--- src/common/vih_pkg.sv ---
// Purpose: Shared constants, types and helpers of the vectored interrupt handler
// Assumes: One system clock, 8-bit register port
// Notes: Source index equals fixed rank; rank 0 is served first within a level
package vih_pkg;

  localparam int NUM_SRC = 22;
  localparam int NUM_PERIPH = 12;
  localparam int NUM_EXT_MAX = 10;
  localparam int NUM_PINS = 6;
  localparam int NUM_EXT47 = 4;

  // Fixed ranks of the pin sources that the handler itself flags, and of crystal ready
  localparam logic [4:0] SRC_EXT0 = 5'h00;
  localparam logic [4:0] SRC_EXT1 = 5'h02;
  localparam int SRC_EXT4 = 16;
  localparam int SRC_XTAL = 21;

  // Synchronised pin positions
  localparam int PIN_EXT0 = 0;
  localparam int PIN_EXT1 = 1;
  localparam int PIN_EXT4 = 2;

  // Vector table
  localparam logic [15:0] VEC_RESET = 16'h0000;
  localparam logic [15:0] VEC_FIRST = 16'h0003;
  localparam int VEC_STEP_SHIFT = 3;

  // Register map
  localparam logic [7:0] REG_TIMER_CONTROL = 8'h00;
  localparam logic [7:0] REG_PORT1_IRQ_FLAG = 8'h01;
  localparam logic [7:0] REG_PEND0 = 8'h02;
  localparam logic [7:0] REG_PEND1 = 8'h03;
  localparam logic [7:0] REG_PEND2 = 8'h04;
  localparam logic [7:0] REG_STATUS = 8'h05;
  localparam logic [7:0] REG_SOURCE = 8'h06;

  // Field positions
  localparam int TC_EXT0_TRIGGER_TYPE = 0;
  localparam int TC_EXT0_PENDING_FLAG = 1;
  localparam int TC_EXT1_TRIGGER_TYPE = 2;
  localparam int TC_EXT1_PENDING_FLAG = 3;
  localparam int P1IF_EXT4_FLAG = 4;
  localparam int PEND_BYTE_W = 8;
  localparam int PEND0_LSB = 0;
  localparam int PEND1_LSB = 8;
  localparam int PEND2_LSB = 16;
  localparam int PEND2_W = 6;
  localparam int ST_IN_LOW = 0;
  localparam int ST_IN_HIGH = 1;
  localparam int ST_CALL_REQ = 2;

  typedef enum logic {VIH_IDLE, VIH_CALL} vih_state_t;

  typedef struct packed {
    vih_state_t st;
    logic [NUM_SRC-1:0] pend;
    logic it0;
    logic it1;
    logic [NUM_PINS-1:0] pin_prev;
    logic in_low;
    logic in_high;
    logic lvl_high;
    logic [4:0] src;
    logic [15:0] vec;
    logic call_req;
    logic [7:0] rdata;
  } vih_core_t;

  // Lowest set index, zero when none
  function automatic logic [4:0] vih_first(input logic [NUM_SRC-1:0] v);
    logic [4:0] idx;
    idx = 5'h00;
    for (int i = NUM_SRC - 1; i >= 0; i--)
    begin
      if (v[i])
      begin
        idx = 5'(i);
      end
    end
    return idx;
  endfunction : vih_first

  function automatic logic [15:0] vih_vector(input logic [4:0] idx);
    return VEC_FIRST + (16'(idx) << VEC_STEP_SHIFT);
  endfunction : vih_vector

endpackage : vih_pkg

--- src/hdl/vih_sync.sv ---
// Purpose: Two-stage synchroniser for the external request pins
// Assumes: Pins idle high
// Notes: Only the second stage leaves the module
`timescale 1ns/1ps
`default_nettype none
module vih_sync #(
  parameter int W = 1
) (
  input wire logic clk,
  input wire logic rst,
  input wire logic [W-1:0] din,
  output logic [W-1:0] dout
);

  typedef struct packed {
    logic [W-1:0] s1;
    logic [W-1:0] s2;
  } vih_sync_t;

  vih_sync_t q;
  vih_sync_t next_q;

  always_comb
  begin
    next_q.s1 = din;
    next_q.s2 = q.s1;
  end

  always_ff @(posedge clk)
  begin
    if (rst)
    begin
      q <= '1;
    end
    else
    begin
      q <= next_q;
    end
  end

  assign dout = q.s2;

endmodule : vih_sync
`default_nettype wire

--- src/hdl/vih_arbiter.sv ---
// Purpose: Two-level fixed-rank arbiter
// Assumes: Requests already masked by the enables
// Notes: Purely combinational
`timescale 1ns/1ps
`default_nettype none
module vih_arbiter
  import vih_pkg::*;
(
  input wire logic [NUM_SRC-1:0] req,
  input wire logic [NUM_SRC-1:0] prio_high,
  input wire logic in_low,
  input wire logic in_high,
  output logic win_valid,
  output logic win_high,
  output logic [4:0] win_idx
);

  logic [NUM_SRC-1:0] req_hi;
  logic [NUM_SRC-1:0] req_lo;

  always_comb
  begin
    // High level waits only on a high routine
    req_hi = in_high ? '0 : (req & prio_high);
    // Low level waits on any routine in service
    req_lo = (in_high || in_low) ? '0 : (req & ~prio_high);
    win_high = |req_hi;
    win_valid = win_high || (|req_lo);
    // Lower rank wins inside a level
    win_idx = win_high ? vih_first(req_hi) : vih_first(req_lo);
  end

endmodule : vih_arbiter
`default_nettype wire

--- src/hdl/vih_top.sv ---
// Purpose: Vectored interrupt handler with two priority levels
// Assumes: Core pulses instruction end, return end and call taken
// Notes: Pins pass a two-stage synchroniser
//
// Overview of operation
// - Arbitrate 22 sources on two levels
// - Twelve peripheral sources, up to ten external
// - Source requests when any of its flags set
// - Flag sets regardless of enable state
// - Disabled pending flag makes no request
// - Global enable gates every source enable
// - After instruction ends, long call to vector
// - Return resumes the interrupted instruction stream
// - Still-pending flag requests again after return
// - Software write of one acts as interrupt
// - Ext0/ext1 low level or falling edge
// - Ext0/ext1 flags at control bits 1, 3
// - Edge mode flag cleared on vectoring
// - Level mode flag mirrors the pin
// - Ext4-7 falling edge, flags in port1 register
// - Vectors start 0x0003, step eight bytes
// - Ranks 0 to 21, crystal ready last
// - High preempts low, high never preempted
// - Equal level: lower rank served first
// - Sample every clock, detect then call
// - Equal or lower waits for return plus one
`timescale 1ns/1ps
`default_nettype none
module vih_top
  import vih_pkg::*;
(
  input wire logic CLK,
  input wire logic RST,
  input wire logic GLOBAL_IRQ_ENABLE,
  input wire logic [NUM_SRC-1:0] SRC_ENABLE,
  input wire logic [NUM_SRC-1:0] SRC_PRIO_HIGH,
  input wire logic [NUM_SRC-1:0] PERIPH_EVENT,
  input wire logic [NUM_SRC-1:0] PERIPH_FLAGS,
  input wire logic EXT0_REQUEST_PIN_N,
  input wire logic EXT1_REQUEST_PIN_N,
  input wire logic [NUM_EXT47-1:0] EXT47_REQUEST_PIN_N,
  input wire logic CORE_INSTR_DONE,
  input wire logic CORE_RETURN_FROM_IRQ_INSTR_DONE,
  input wire logic CORE_CALL_ACK,
  input wire logic [7:0] REG_ADDR,
  input wire logic [7:0] REG_WDATA,
  input wire logic REG_WR,
  input wire logic REG_RD,
  output logic [7:0] REG_RDATA,
  output logic CALL_REQ,
  output logic [15:0] CALL_VECTOR,
  output logic [4:0] CALL_SOURCE,
  output logic IN_SERVICE_LOW,
  output logic IN_SERVICE_HIGH
);

  vih_core_t q;
  vih_core_t next_q;
  logic [NUM_PINS-1:0] pin_s;
  logic [NUM_SRC-1:0] req;
  logic win_valid;
  logic win_high;
  logic [4:0] win_idx;
  logic [NUM_SRC-1:0] hw_set;
  logic [NUM_SRC-1:0] hw_clr;

  vih_sync #(
    .W(NUM_PINS)
  ) u_sync (
    .clk(CLK),
    .rst(RST),
    .din({EXT47_REQUEST_PIN_N, EXT1_REQUEST_PIN_N, EXT0_REQUEST_PIN_N}),
    .dout(pin_s)
  );

  // Source request from own flag or peripheral-held flags
  assign req = (q.pend | PERIPH_FLAGS) & SRC_ENABLE & {NUM_SRC{GLOBAL_IRQ_ENABLE}};

  vih_arbiter u_arb (
    .req(req),
    .prio_high(SRC_PRIO_HIGH),
    .in_low(q.in_low),
    .in_high(q.in_high),
    .win_valid(win_valid),
    .win_high(win_high),
    .win_idx(win_idx)
  );

  always_comb
  begin
    logic [NUM_PINS-1:0] fell;
    logic [NUM_SRC-1:0] sw_mask;
    logic [NUM_SRC-1:0] sw_val;
    fell = '0;
    sw_mask = '0;
    sw_val = '0;
    next_q = q;
    next_q.rdata = 8'h00;
    next_q.pin_prev = pin_s;
    fell = q.pin_prev & ~pin_s;
    // Hardware events
    hw_set = PERIPH_EVENT;
    hw_set[SRC_EXT0] = PERIPH_EVENT[SRC_EXT0] | (q.it0 & fell[PIN_EXT0]);
    hw_set[SRC_EXT1] = PERIPH_EVENT[SRC_EXT1] | (q.it1 & fell[PIN_EXT1]);
    for (int j = 0; j < NUM_EXT47; j++)
    begin
      hw_set[SRC_EXT4 + j] = PERIPH_EVENT[SRC_EXT4 + j] | fell[PIN_EXT4 + j];
    end
    hw_clr = '0;
    if (q.st == VIH_CALL && CORE_CALL_ACK)
    begin
      hw_clr[SRC_EXT0] = q.it0 && (q.src == SRC_EXT0);
      hw_clr[SRC_EXT1] = q.it1 && (q.src == SRC_EXT1);
    end
    // Register writes
    if (REG_WR)
    begin
      case (REG_ADDR)
        REG_TIMER_CONTROL:
        begin
          next_q.it0 = REG_WDATA[TC_EXT0_TRIGGER_TYPE];
          next_q.it1 = REG_WDATA[TC_EXT1_TRIGGER_TYPE];
          sw_mask[SRC_EXT0] = 1'b1;
          sw_mask[SRC_EXT1] = 1'b1;
          sw_val[SRC_EXT0] = REG_WDATA[TC_EXT0_PENDING_FLAG];
          sw_val[SRC_EXT1] = REG_WDATA[TC_EXT1_PENDING_FLAG];
        end
        REG_PORT1_IRQ_FLAG:
        begin
          for (int j = 0; j < NUM_EXT47; j++)
          begin
            sw_mask[SRC_EXT4 + j] = 1'b1;
            sw_val[SRC_EXT4 + j] = REG_WDATA[P1IF_EXT4_FLAG + j];
          end
        end
        REG_PEND0:
        begin
          sw_mask[PEND0_LSB +: PEND_BYTE_W] = '1;
          sw_val[PEND0_LSB +: PEND_BYTE_W] = REG_WDATA;
        end
        REG_PEND1:
        begin
          sw_mask[PEND1_LSB +: PEND_BYTE_W] = '1;
          sw_val[PEND1_LSB +: PEND_BYTE_W] = REG_WDATA;
        end
        REG_PEND2:
        begin
          sw_mask[PEND2_LSB +: PEND2_W] = '1;
          sw_val[PEND2_LSB +: PEND2_W] = REG_WDATA[PEND2_W-1:0];
        end
        default:
        begin
          sw_mask = '0;
        end
      endcase
    end
    // Software write of one is a genuine request; hardware set wins
    next_q.pend = (((q.pend & ~sw_mask) | (sw_val & sw_mask)) & ~hw_clr) | hw_set;
    if (!q.it0)
    begin
      next_q.pend[SRC_EXT0] = ~pin_s[PIN_EXT0];
    end
    if (!q.it1)
    begin
      next_q.pend[SRC_EXT1] = ~pin_s[PIN_EXT1];
    end
    // Register reads
    if (REG_RD)
    begin
      case (REG_ADDR)
        REG_TIMER_CONTROL:
        begin
          next_q.rdata[TC_EXT0_TRIGGER_TYPE] = q.it0;
          next_q.rdata[TC_EXT0_PENDING_FLAG] = q.pend[SRC_EXT0];
          next_q.rdata[TC_EXT1_TRIGGER_TYPE] = q.it1;
          next_q.rdata[TC_EXT1_PENDING_FLAG] = q.pend[SRC_EXT1];
        end
        REG_PORT1_IRQ_FLAG:
        begin
          next_q.rdata[P1IF_EXT4_FLAG +: NUM_EXT47] = q.pend[SRC_EXT4 +: NUM_EXT47];
        end
        REG_PEND0:
        begin
          next_q.rdata = q.pend[PEND0_LSB +: PEND_BYTE_W];
        end
        REG_PEND1:
        begin
          next_q.rdata = q.pend[PEND1_LSB +: PEND_BYTE_W];
        end
        REG_PEND2:
        begin
          next_q.rdata[PEND2_W-1:0] = q.pend[PEND2_LSB +: PEND2_W];
        end
        REG_STATUS:
        begin
          next_q.rdata[ST_IN_LOW] = q.in_low;
          next_q.rdata[ST_IN_HIGH] = q.in_high;
          next_q.rdata[ST_CALL_REQ] = q.call_req;
        end
        REG_SOURCE:
        begin
          next_q.rdata[4:0] = q.src;
        end
        default:
        begin
          next_q.rdata = 8'h00;
        end
      endcase
    end
    // Return ends the innermost routine
    if (CORE_RETURN_FROM_IRQ_INSTR_DONE)
    begin
      if (q.in_high)
      begin
        next_q.in_high = 1'b0;
      end
      else
      begin
        next_q.in_low = 1'b0;
      end
    end
    case (q.st)
      VIH_IDLE:
      begin
        // Instruction boundary other than the return itself
        if (CORE_INSTR_DONE && !CORE_RETURN_FROM_IRQ_INSTR_DONE && win_valid)
        begin
          next_q.st = VIH_CALL;
          next_q.call_req = 1'b1;
          next_q.src = win_idx;
          next_q.vec = vih_vector(win_idx);
          next_q.lvl_high = win_high;
        end
      end
      VIH_CALL:
      begin
        if (CORE_CALL_ACK)
        begin
          next_q.st = VIH_IDLE;
          next_q.call_req = 1'b0;
          if (q.lvl_high)
          begin
            next_q.in_high = 1'b1;
          end
          else
          begin
            next_q.in_low = 1'b1;
          end
        end
      end
      default:
      begin
        next_q.st = VIH_IDLE;
        next_q.call_req = 1'b0;
      end
    endcase
  end

  always_ff @(posedge CLK)
  begin
    if (RST)
    begin
      q.st <= VIH_IDLE;
      q.pend <= '0;
      q.it0 <= 1'b0;
      q.it1 <= 1'b0;
      q.pin_prev <= '1;
      q.in_low <= 1'b0;
      q.in_high <= 1'b0;
      q.lvl_high <= 1'b0;
      q.src <= 5'h00;
      q.vec <= VEC_RESET;
      q.call_req <= 1'b0;
      q.rdata <= 8'h00;
    end
    else
    begin
      q <= next_q;
    end
  end

  assign REG_RDATA = q.rdata;
  assign CALL_REQ = q.call_req;
  assign CALL_VECTOR = q.vec;
  assign CALL_SOURCE = q.src;
  assign IN_SERVICE_LOW = q.in_low;
  assign IN_SERVICE_HIGH = q.in_high;
endmodule : vih_top
`default_nettype wire

--- config.mk ---
export PLATFORM = sky130hd
export DESIGN_NAME = vih_top
export DESIGN_NICKNAME = d
export VERILOG_FILES = /design/src/common/vih_pkg.sv /design/src/hdl/vih_sync.sv /design/src/hdl/vih_arbiter.sv /design/src/hdl/vih_top.sv
export SDC_FILE = /design/constraint.sdc
export NUM_CORES = 1
export LEC_CHECK = 0
export CORE_MARGIN = 4
export CORE_UTILIZATION = 48
export CTS_BUF_LIST = sky130_fd_sc_hd__clkbuf_4
export DETAILED_ROUTE_END_ITERATION = 10
export DONT_BUFFER_PORTS = 1
export SKIP_LAST_GASP = 1
export SLEW_MARGIN = 0
export SYNTH_ARGS = -nofsm -noshare
export SYNTH_HDL_FRONTEND = slang
export SYNTH_SLANG_ARGS = --single-unit
--- constraint.sdc ---
create_clock -name CLK -period 2.3 [get_ports CLK]
set_input_delay 0.23 -clock CLK [delete_from_list [all_inputs] [get_ports CLK]]
set_output_delay 0.23 -clock CLK [all_outputs]
set_load 0.02 [all_outputs]
==> results of run 1 <==
## power groups by stage
stage               logic [mW]  registers [mW]  clock network [mW]
finish                   0.612            1.16               0.644
global route             0.662            1.17               0.713
CTS                      0.568            1.16               0.653
detailed placement       0.492            1.19                   0
global placement         0.488            1.18                   0
floorplan                0.372            1.17                   0
## logic make-up (layout without fill, tap and decap cells)
kind of cell | after synthesis | after routing
muxes | 10 | 10
DFF | 61 | 61
AOI/OAI and AO/OA | 166 | 166
other | 1 | 9
and+or+nand+nor | 177 | 177
buffers and inverters | 78 | 152
## placed cells by master (no fill, tap or decap), types with 4 or more instances in the layout
cell type / instances
nor3_1: 10
dlygate4sd3_1: 34
nor4_1: 4
dfxtp_1: 58
o2111ai_1: 4
nand2_1: 28
conb_1: 9
inv_1: 31
or2_2: 19
a221oi_2: 4
o21ai_1: 11
nor4_4: 4
a31oi_1: 9
a211oi_1: 14
o21a_1: 5
o22ai_1: 9
mux2i_1: 10
clkbuf_4: 10
clkinvlp_4: 4
a22o_2: 4
nand3_1: 8
buf_4: 68
o21ai_2: 5
a21oi_2: 5
nand2b_1: 8
and3_1: 17
a22oi_1: 5
nor3_2: 6
nor2_1: 47
a221oi_1: 4
o32ai_1: 5
a21oi_1: 35
o21ai_0: 16
## critical path, stage by stage (launching register included)
cell and delay [ns]:
dfxtp_4 0.38, o21ai_1 0.11, buf_4 0.13, o22ai_2 0.09, o41ai_2 0.32, buf_4 0.17
nand2_1 0.07, or4_4 0.50, buf_8 0.16, a21oi_2 0.12, a311oi_1 0.06
## stage by stage
step	utilization, %	setup slack [ns]	hold WS, ns	cell area, sq um
3_5_place_dp	54.7	-0.111	0.306	4300
5_1_grt	62.7	-0.0283	0.0121	4920
3_3_place_gp	54.7	-0.0506	0.305	4300
4_1_cts	61.0	0.0176	0.00319	4790
6_report	62.7	0.0675	0.0236	4920
2_1_floorplan	-	0.124	0.334	3980
## cell type report
class                      instances  share of cell area [%]
tap                              102                    2.59
clock inverter                     6                   0.814
timing repair buffer             105                    18.4
sequential                        61                    25.0
inverter                          31                    2.37
clock buffer                      10                    1.53
multi-input combinational        362                    49.3
## state kept, by name (all words and copies together) (netlist names)
register / cells
CALL_VECTOR: 1
u_sync.next_q: 6
REG_RDATA: 8
q: 32
u_sync.dout: 6
IN_SERVICE_LOW: 1
IN_SERVICE_HIGH: 1
CALL_SOURCE: 5
CALL_REQ: 1
## metal layers
layer  wire length, microns  share of wire (%)
met1                   5800                 41
met2                   6260                 45
met3                   1630                 12
met4                    359                2.6
met5                      0                  0
## what timing repair did
action | 4_1_cts | 5_1_grt
buffers inserted | 0 | 4
gates resized for setup | 4 | 35
endpoints found under the hold margin | 54 | 0
pin swaps | 1 | 7
hold buffers | 35 | 0
endpoints found under the setup margin | 9 | 10
## worst min path at each step
stage	from	endpoint	slack, ns	depth (start not counted)
after floorplan	EXT0_REQUEST_PIN_N	u_sync.next_q[0]$_SDFF_PP1_	0.33	1
after global placement	RST	q[39]$_SDFFE_PP0P_	0.30	1
after detailed placement	RST	q[42]$_SDFF_PP0_	0.31	1
after CTS	PERIPH_EVENT[2]	q[43]$_SDFF_PP0_	0.003	2
after global routing	REG_WDATA[3]	q[52]$_SDFF_PP0_	0.01	2
final	REG_WDATA[3]	q[52]$_SDFF_PP0_	0.02	2
==> impl_results.md, run 1 <==
- Status: complete, no violations
- Largest family of logic cells by synthesized area: compound AO/OA/AOI/OAI gates
- Flops & latches, synth: 61
- Top Ports: 150
- Initial antenna violation count: 0
- Adder-cell area share of the yosys netlist: 0%
- Critical Path Start: q[44]$_SDFF_PP0_
- Synth Area in Simple Gates: between 20% and 30%
- Synthesis Warnings: 0
- Register area: roughly 1200 sq um
- GRT Max-Usage Layer: met2
- Flop pwr share: between 40% and 50%
- Clock Power Share: 26.6%
- Hold crit path type: in -> reg
- Clock Skew: between 0.02 and 0.025 ns
- Total core area: ~7800 sq um
- Peak VDD IR: 0.537 mV
- Final Critical Period: 2.23 ns
- RSZ-0062 raised after global routing: true
- Diodes inserted: 0
- Crit path max fanout: 8
- Placer Congestion: 1.07
- Overall power: around 2.4 mW
- First DRT Iteration DRCs: 373
- First-pass GRT wire length: 21700 microns
- Crit path required time: 2.60 ns
- ANT nets after route: 0
- Clock Latency Late Sink: 0.43 ns
- Sequential share of the synthesized area: a little under a third
- Power per cell area: 492 nW/um^2
- Post-synthesis compound-gate area fraction: 29.0%
- Multi-input logic area: 2420 sq um
- Multiplexer area fraction after synthesis: 2.53%
- Kind of critical path: reg -> reg
- DP Cell Count: 622
- Met1 GRT Util: 36.9%
- Row count: 32
- Vias in the first global route: 4047
- Reg clk slew, reported paths: 0.11 ns
- P_int: 1.63 mW
- XOR/XNOR share of the synthesized area: 0%
- Initial core utilization: about half
- Worst-Margin Slew: ~0.6 ns
- Nets@finish: approximately 700
- H-tree levels: 3
- R2r endpoint: CALL_SOURCE[2]$_SDFFE_PP0P_
- Logic pwr share: 25.3%
- Post-synth top area cell: dfxtp_1
- Final Cycle Share: a little over nine tenths
- Number of unique standard cell types used by synthesis: 67
- Setup crit start kind: flop
- Area growth syn-to-layout: 24.5%
- Area of the mapped netlist: between 3000 and 4000 sq um
- GRT Total Usage: 28.4%
- Met3 GRT Util: a little over a tenth
- Die Wd: 98.7 microns
- Met2 usage: 44.0%
- Max frequency: 448 MHz
- CTS tree: built
- Top-count cell post-synth: dfxtp_1
- Top cells by count, synth: dfxtp_1 (61), nor2_1 (48), a21oi_1 (36)
- CTS Root Cell: clkbuf_4
- Top_reg_cell synth: dfxtp_1
- Rel. slew slack: 59.9%
- WL per Instance: 20.8 microns
- WL final: around 14000 microns
- HPWL Detailed: 11000 microns
- Setup TNS: 0 ns
- Maxcap violations: 0
- Layout fillers: between 700 and 800
- Remaining global-route overflow: 0
- Worst Path Arrival: 2.53 ns
- Maximum clock insertion buffer count: 2
- Sink Count: 61
- EDFF count, synth: 0
- Vias/cell: 6.14
- Setup-failing EPs final: 0
- Static Leak: 2.03 nW
- Net Sw Frac: 32.7%
- Reg2Reg Depth: 10
- Psw: 792 uW
- Async S/R FF share, synth: 0%
- Final cell count without fillers: roughly 680
- Worst Setup EP: CALL_SOURCE[2]$_SDFFE_PP0P_
- Top-area cell type share of the netlist area: 30.9%
- DIE HEIGHT: slightly below 100 microns
- RR Startpoint: q[44]$_SDFF_PP0_
- Slew Viols, Final: 0
- PortBufs: 0
- R2R Setup Slk: a little under 0.07 ns
- Pin count of the biggest net entering global routing: 54
- DR pass1 iterations: 5
- Layout cells sized above 1: 28.0%
- Worst Setup End Kind: flop
- Final Hold Vio Count: 0
- Syn Inst Count: just under 500
- Die area: about 9700 sq um
- Syn Area/Cell: 8.01 sq um
- DR DRC count: 0
- Synth area leaders: dfxtp_1 (31%), buf_4 (5.5%), a21oi_1 (4.6%)
- Vias: 4157
- CTS Buf Count: 9
No activity file was read; power rests on OpenSTA's default activity.
==> run 2, diff against run 1 <==
--- a/config.mk
+++ b/config.mk
@@ -5,11 +5,15 @@
 export SDC_FILE = /design/constraint.sdc
 export NUM_CORES = 1
 export LEC_CHECK = 0
+export CELL_PAD_IN_SITES_DETAIL_PLACEMENT = 1
+export CELL_PAD_IN_SITES_GLOBAL_PLACEMENT = 2
 export CORE_MARGIN = 4
-export CORE_UTILIZATION = 48
+export CORE_UTILIZATION = 36
 export CTS_BUF_LIST = sky130_fd_sc_hd__clkbuf_4
 export DETAILED_ROUTE_END_ITERATION = 10
 export DONT_BUFFER_PORTS = 1
+export PLACE_DENSITY_LB_ADDON = 0.1
+export SETUP_SLACK_MARGIN = 0.4
 export SKIP_LAST_GASP = 1
 export SLEW_MARGIN = 0
 export SYNTH_ARGS = -nofsm -noshare
==> impl_results.md, run 2 (synthesized netlist as in run 1, its figures left out) <==
- WL final: 16400 microns (+17%)
- Overall power: 2.77 mW (+14%)
- Vias: 4206 (+1.2%)
- Clock Skew: 0.0195 ns (-0.00456 ns)
- RSZ-0062 raised after global routing: true
- Worst Setup End Kind: flop
- Most common cell after layout, fill and taps aside: buf_4
- Max frequency: 429 MHz (-4.3%)
- Clock Latency Late Sink: 0.42 ns (about the same)
- WL per Instance: 22.4 microns (+8.0%)
- Crit path required time: 2.60 ns (about the same)
- Worst hold slack: 0.0198 ns (-0.00382 ns)
- Failing checks: negative setup slack
- Slew Viols, Final: 0 (unchanged)
- Worst Path Arrival: 2.63 ns (+0.10 ns)
- Die Wd: 113 microns (+14%)
- Die area: 12700 sq um (+30%)
- Setup-failing EPs final: 4 (+4)
- Maximum clock insertion buffer count: 2 (unchanged)
- First DRT Iteration DRCs: 278 (-25%)
- ANT nets after route: 0 (unchanged)
- Placement Setup Slack: -0.200 ns (-0.0889 ns)
- PortBufs: 0 (unchanged)
- First-pass GRT wire length: 25100 microns (+15%)
- Reg with most FFs: q
- Layout fillers: 1265 (+73%)
- Kind of critical path: reg -> reg
- Vias in the first global route: 4448 (+9.9%)
- Slack of the critical path: -0.0327 ns (-0.100 ns)
- Initial core utilization: 37.6% (-13 points)
- Remaining global-route overflow: 0 (unchanged)
- CTS Buf Count: 9 (unchanged)
- Peak VDD IR: 0.434 mV (-19%)
- CTS tree: built
- Layout cells sized above 1: 34.2% (+6.2 points)
- Register area: 1230 sq um (+0.20%)
- Nets@finish: 710 (+3.2%)
- Placer Congestion: 0.941 (-12%)
- Setup TNS: -0.0586 ns (-0.0586 ns)
- Final Hold Vio Count: 0 (unchanged)
- HPWL Detailed: 13100 microns (+19%)
- Sink Count: 61 (unchanged)
- Crit path max fanout: 8 (unchanged)
- Rel. slew slack: 55.6% (-4.3 points)
- Reg clk slew, reported paths: 0.12 ns (about the same)
- Initial antenna violation count: 0 (unchanged)
- Maxcap violations: 0 (unchanged)
- Pin count of the biggest net entering global routing: 54 (unchanged)
- Vias/cell: 5.74 (-6.6%)
- DR DRC count: 0 (unchanged)
- Setup crit start kind: flop
- GRT Total Usage: 25.2% (-3.2 points)
- Most used cells in the layout excluding fill and tap cells: buf_4 (89), dfxtp_1 (58), nor2_1 (45)
- Max reg flops: 32 (unchanged)
- Row count: 37 (+16%)
- Final Cycle Share: 101% (+4.4 points)
- DIE HEIGHT: 113 microns (+14%)
- DR pass1 iterations: 5 (unchanged)
- Top Ports: 150 (unchanged)
- H-tree levels: 3 (unchanged)
- Worst-Margin Slew: 0.665 ns (+0.0680 ns)
- CTS Root Cell: clkbuf_4
- Multi-input logic area: 2600 sq um (+7.1%)
- Status: finished, violations left
- Total core area: 10500 sq um (+34%)
- Power per cell area: 517 nW/um^2 (+5.2%)
- Static Leak: 2.21 nW (+8.7%)
- Diodes inserted: 0 (unchanged)
- Final Critical Period: 2.33 ns (+0.100 ns)
- Hold crit path type: in -> reg
- Area growth syn-to-layout: 35.6%
run 2: final timing paths:
check                              start                     endpoint  slack (ns)  cells past startpoint
min                          REG_ADDR[0]      REG_RDATA[7]$_SDFF_PP0_        0.02                      2
max reg2reg   IN_SERVICE_HIGH$_SDFF_PP0_  CALL_SOURCE[2]$_SDFFE_PP0P_       -0.03                      9
min reg2reg  u_sync.next_q[4]$_SDFF_PP1_    u_sync.dout[4]$_SDFF_PP1_        0.42                      1
max           IN_SERVICE_HIGH$_SDFF_PP0_  CALL_SOURCE[2]$_SDFFE_PP0P_       -0.03                      9
run 2: per-stage QoR:
step                cell area, sq um  cells  utilization, %
floorplan                       4030    501               -
finish                          5360    733            51.0
detailed placement              4520    676            43.1
global placement                4520    676            43.1
CTS                             5190    730            49.4
global route                    5360    733            51.0
run 2: cell type report:
class / instances / share of cell area (%)
well taps: 136 / 3.18
flip-flops and latches: 61 / 23.0
multi-input cells: 362 / 48.5
clock inverters: 6 / 1.78
clock buffers: 10 / 1.40
repair buffers: 127 / 20.0
inverters: 31 / 2.17
run 2: where the power goes:
| group | leakage (nW) | internal (mW) | switching (mW) |
|---|---|---|---|
| clock network | 0.0912 | 0.462 | 0.442 |
| logic | 1.61 | 0.337 | 0.361 |
| registers | 0.505 | 1.11 | 0.0628 |
run 2: worst max-delay path, cell delays in order (launching register included):
cell      delay [ns]
dfxtp_4         0.41
nand2b_4        0.21
buf_6           0.15
nor3_4          0.05
nor4_4          0.37
nand4_2         0.19
or4_4           0.46
buf_12          0.17
a21oi_2         0.13
a311oi_1        0.07
run 2: repair_timing:
| item | CTS | global route |
|---|---|---|
| setup endpoints to repair | 9 | 9 |
| pin swaps | 8 | 5 |
| buffers inserted | 3 | 3 |
| hold endpoints to repair | 54 | 0 |
| hold buffers | 35 | 0 |
| gates resized for setup | 28 | 36 |
run 2: layer usage:
layer  part of all wire, %  global-route usage (%)  wire length, microns  vias to the layer above
li1                      -                       -                     -                     1992
met1                    43                    32.9                  7120                     2015
met2                    47                    42.2                  7790                      177
met3                   7.5                    5.67                  1230                       22
met4                   1.8                    6.49                   302                        0
met5                     0                       0                     0                        -
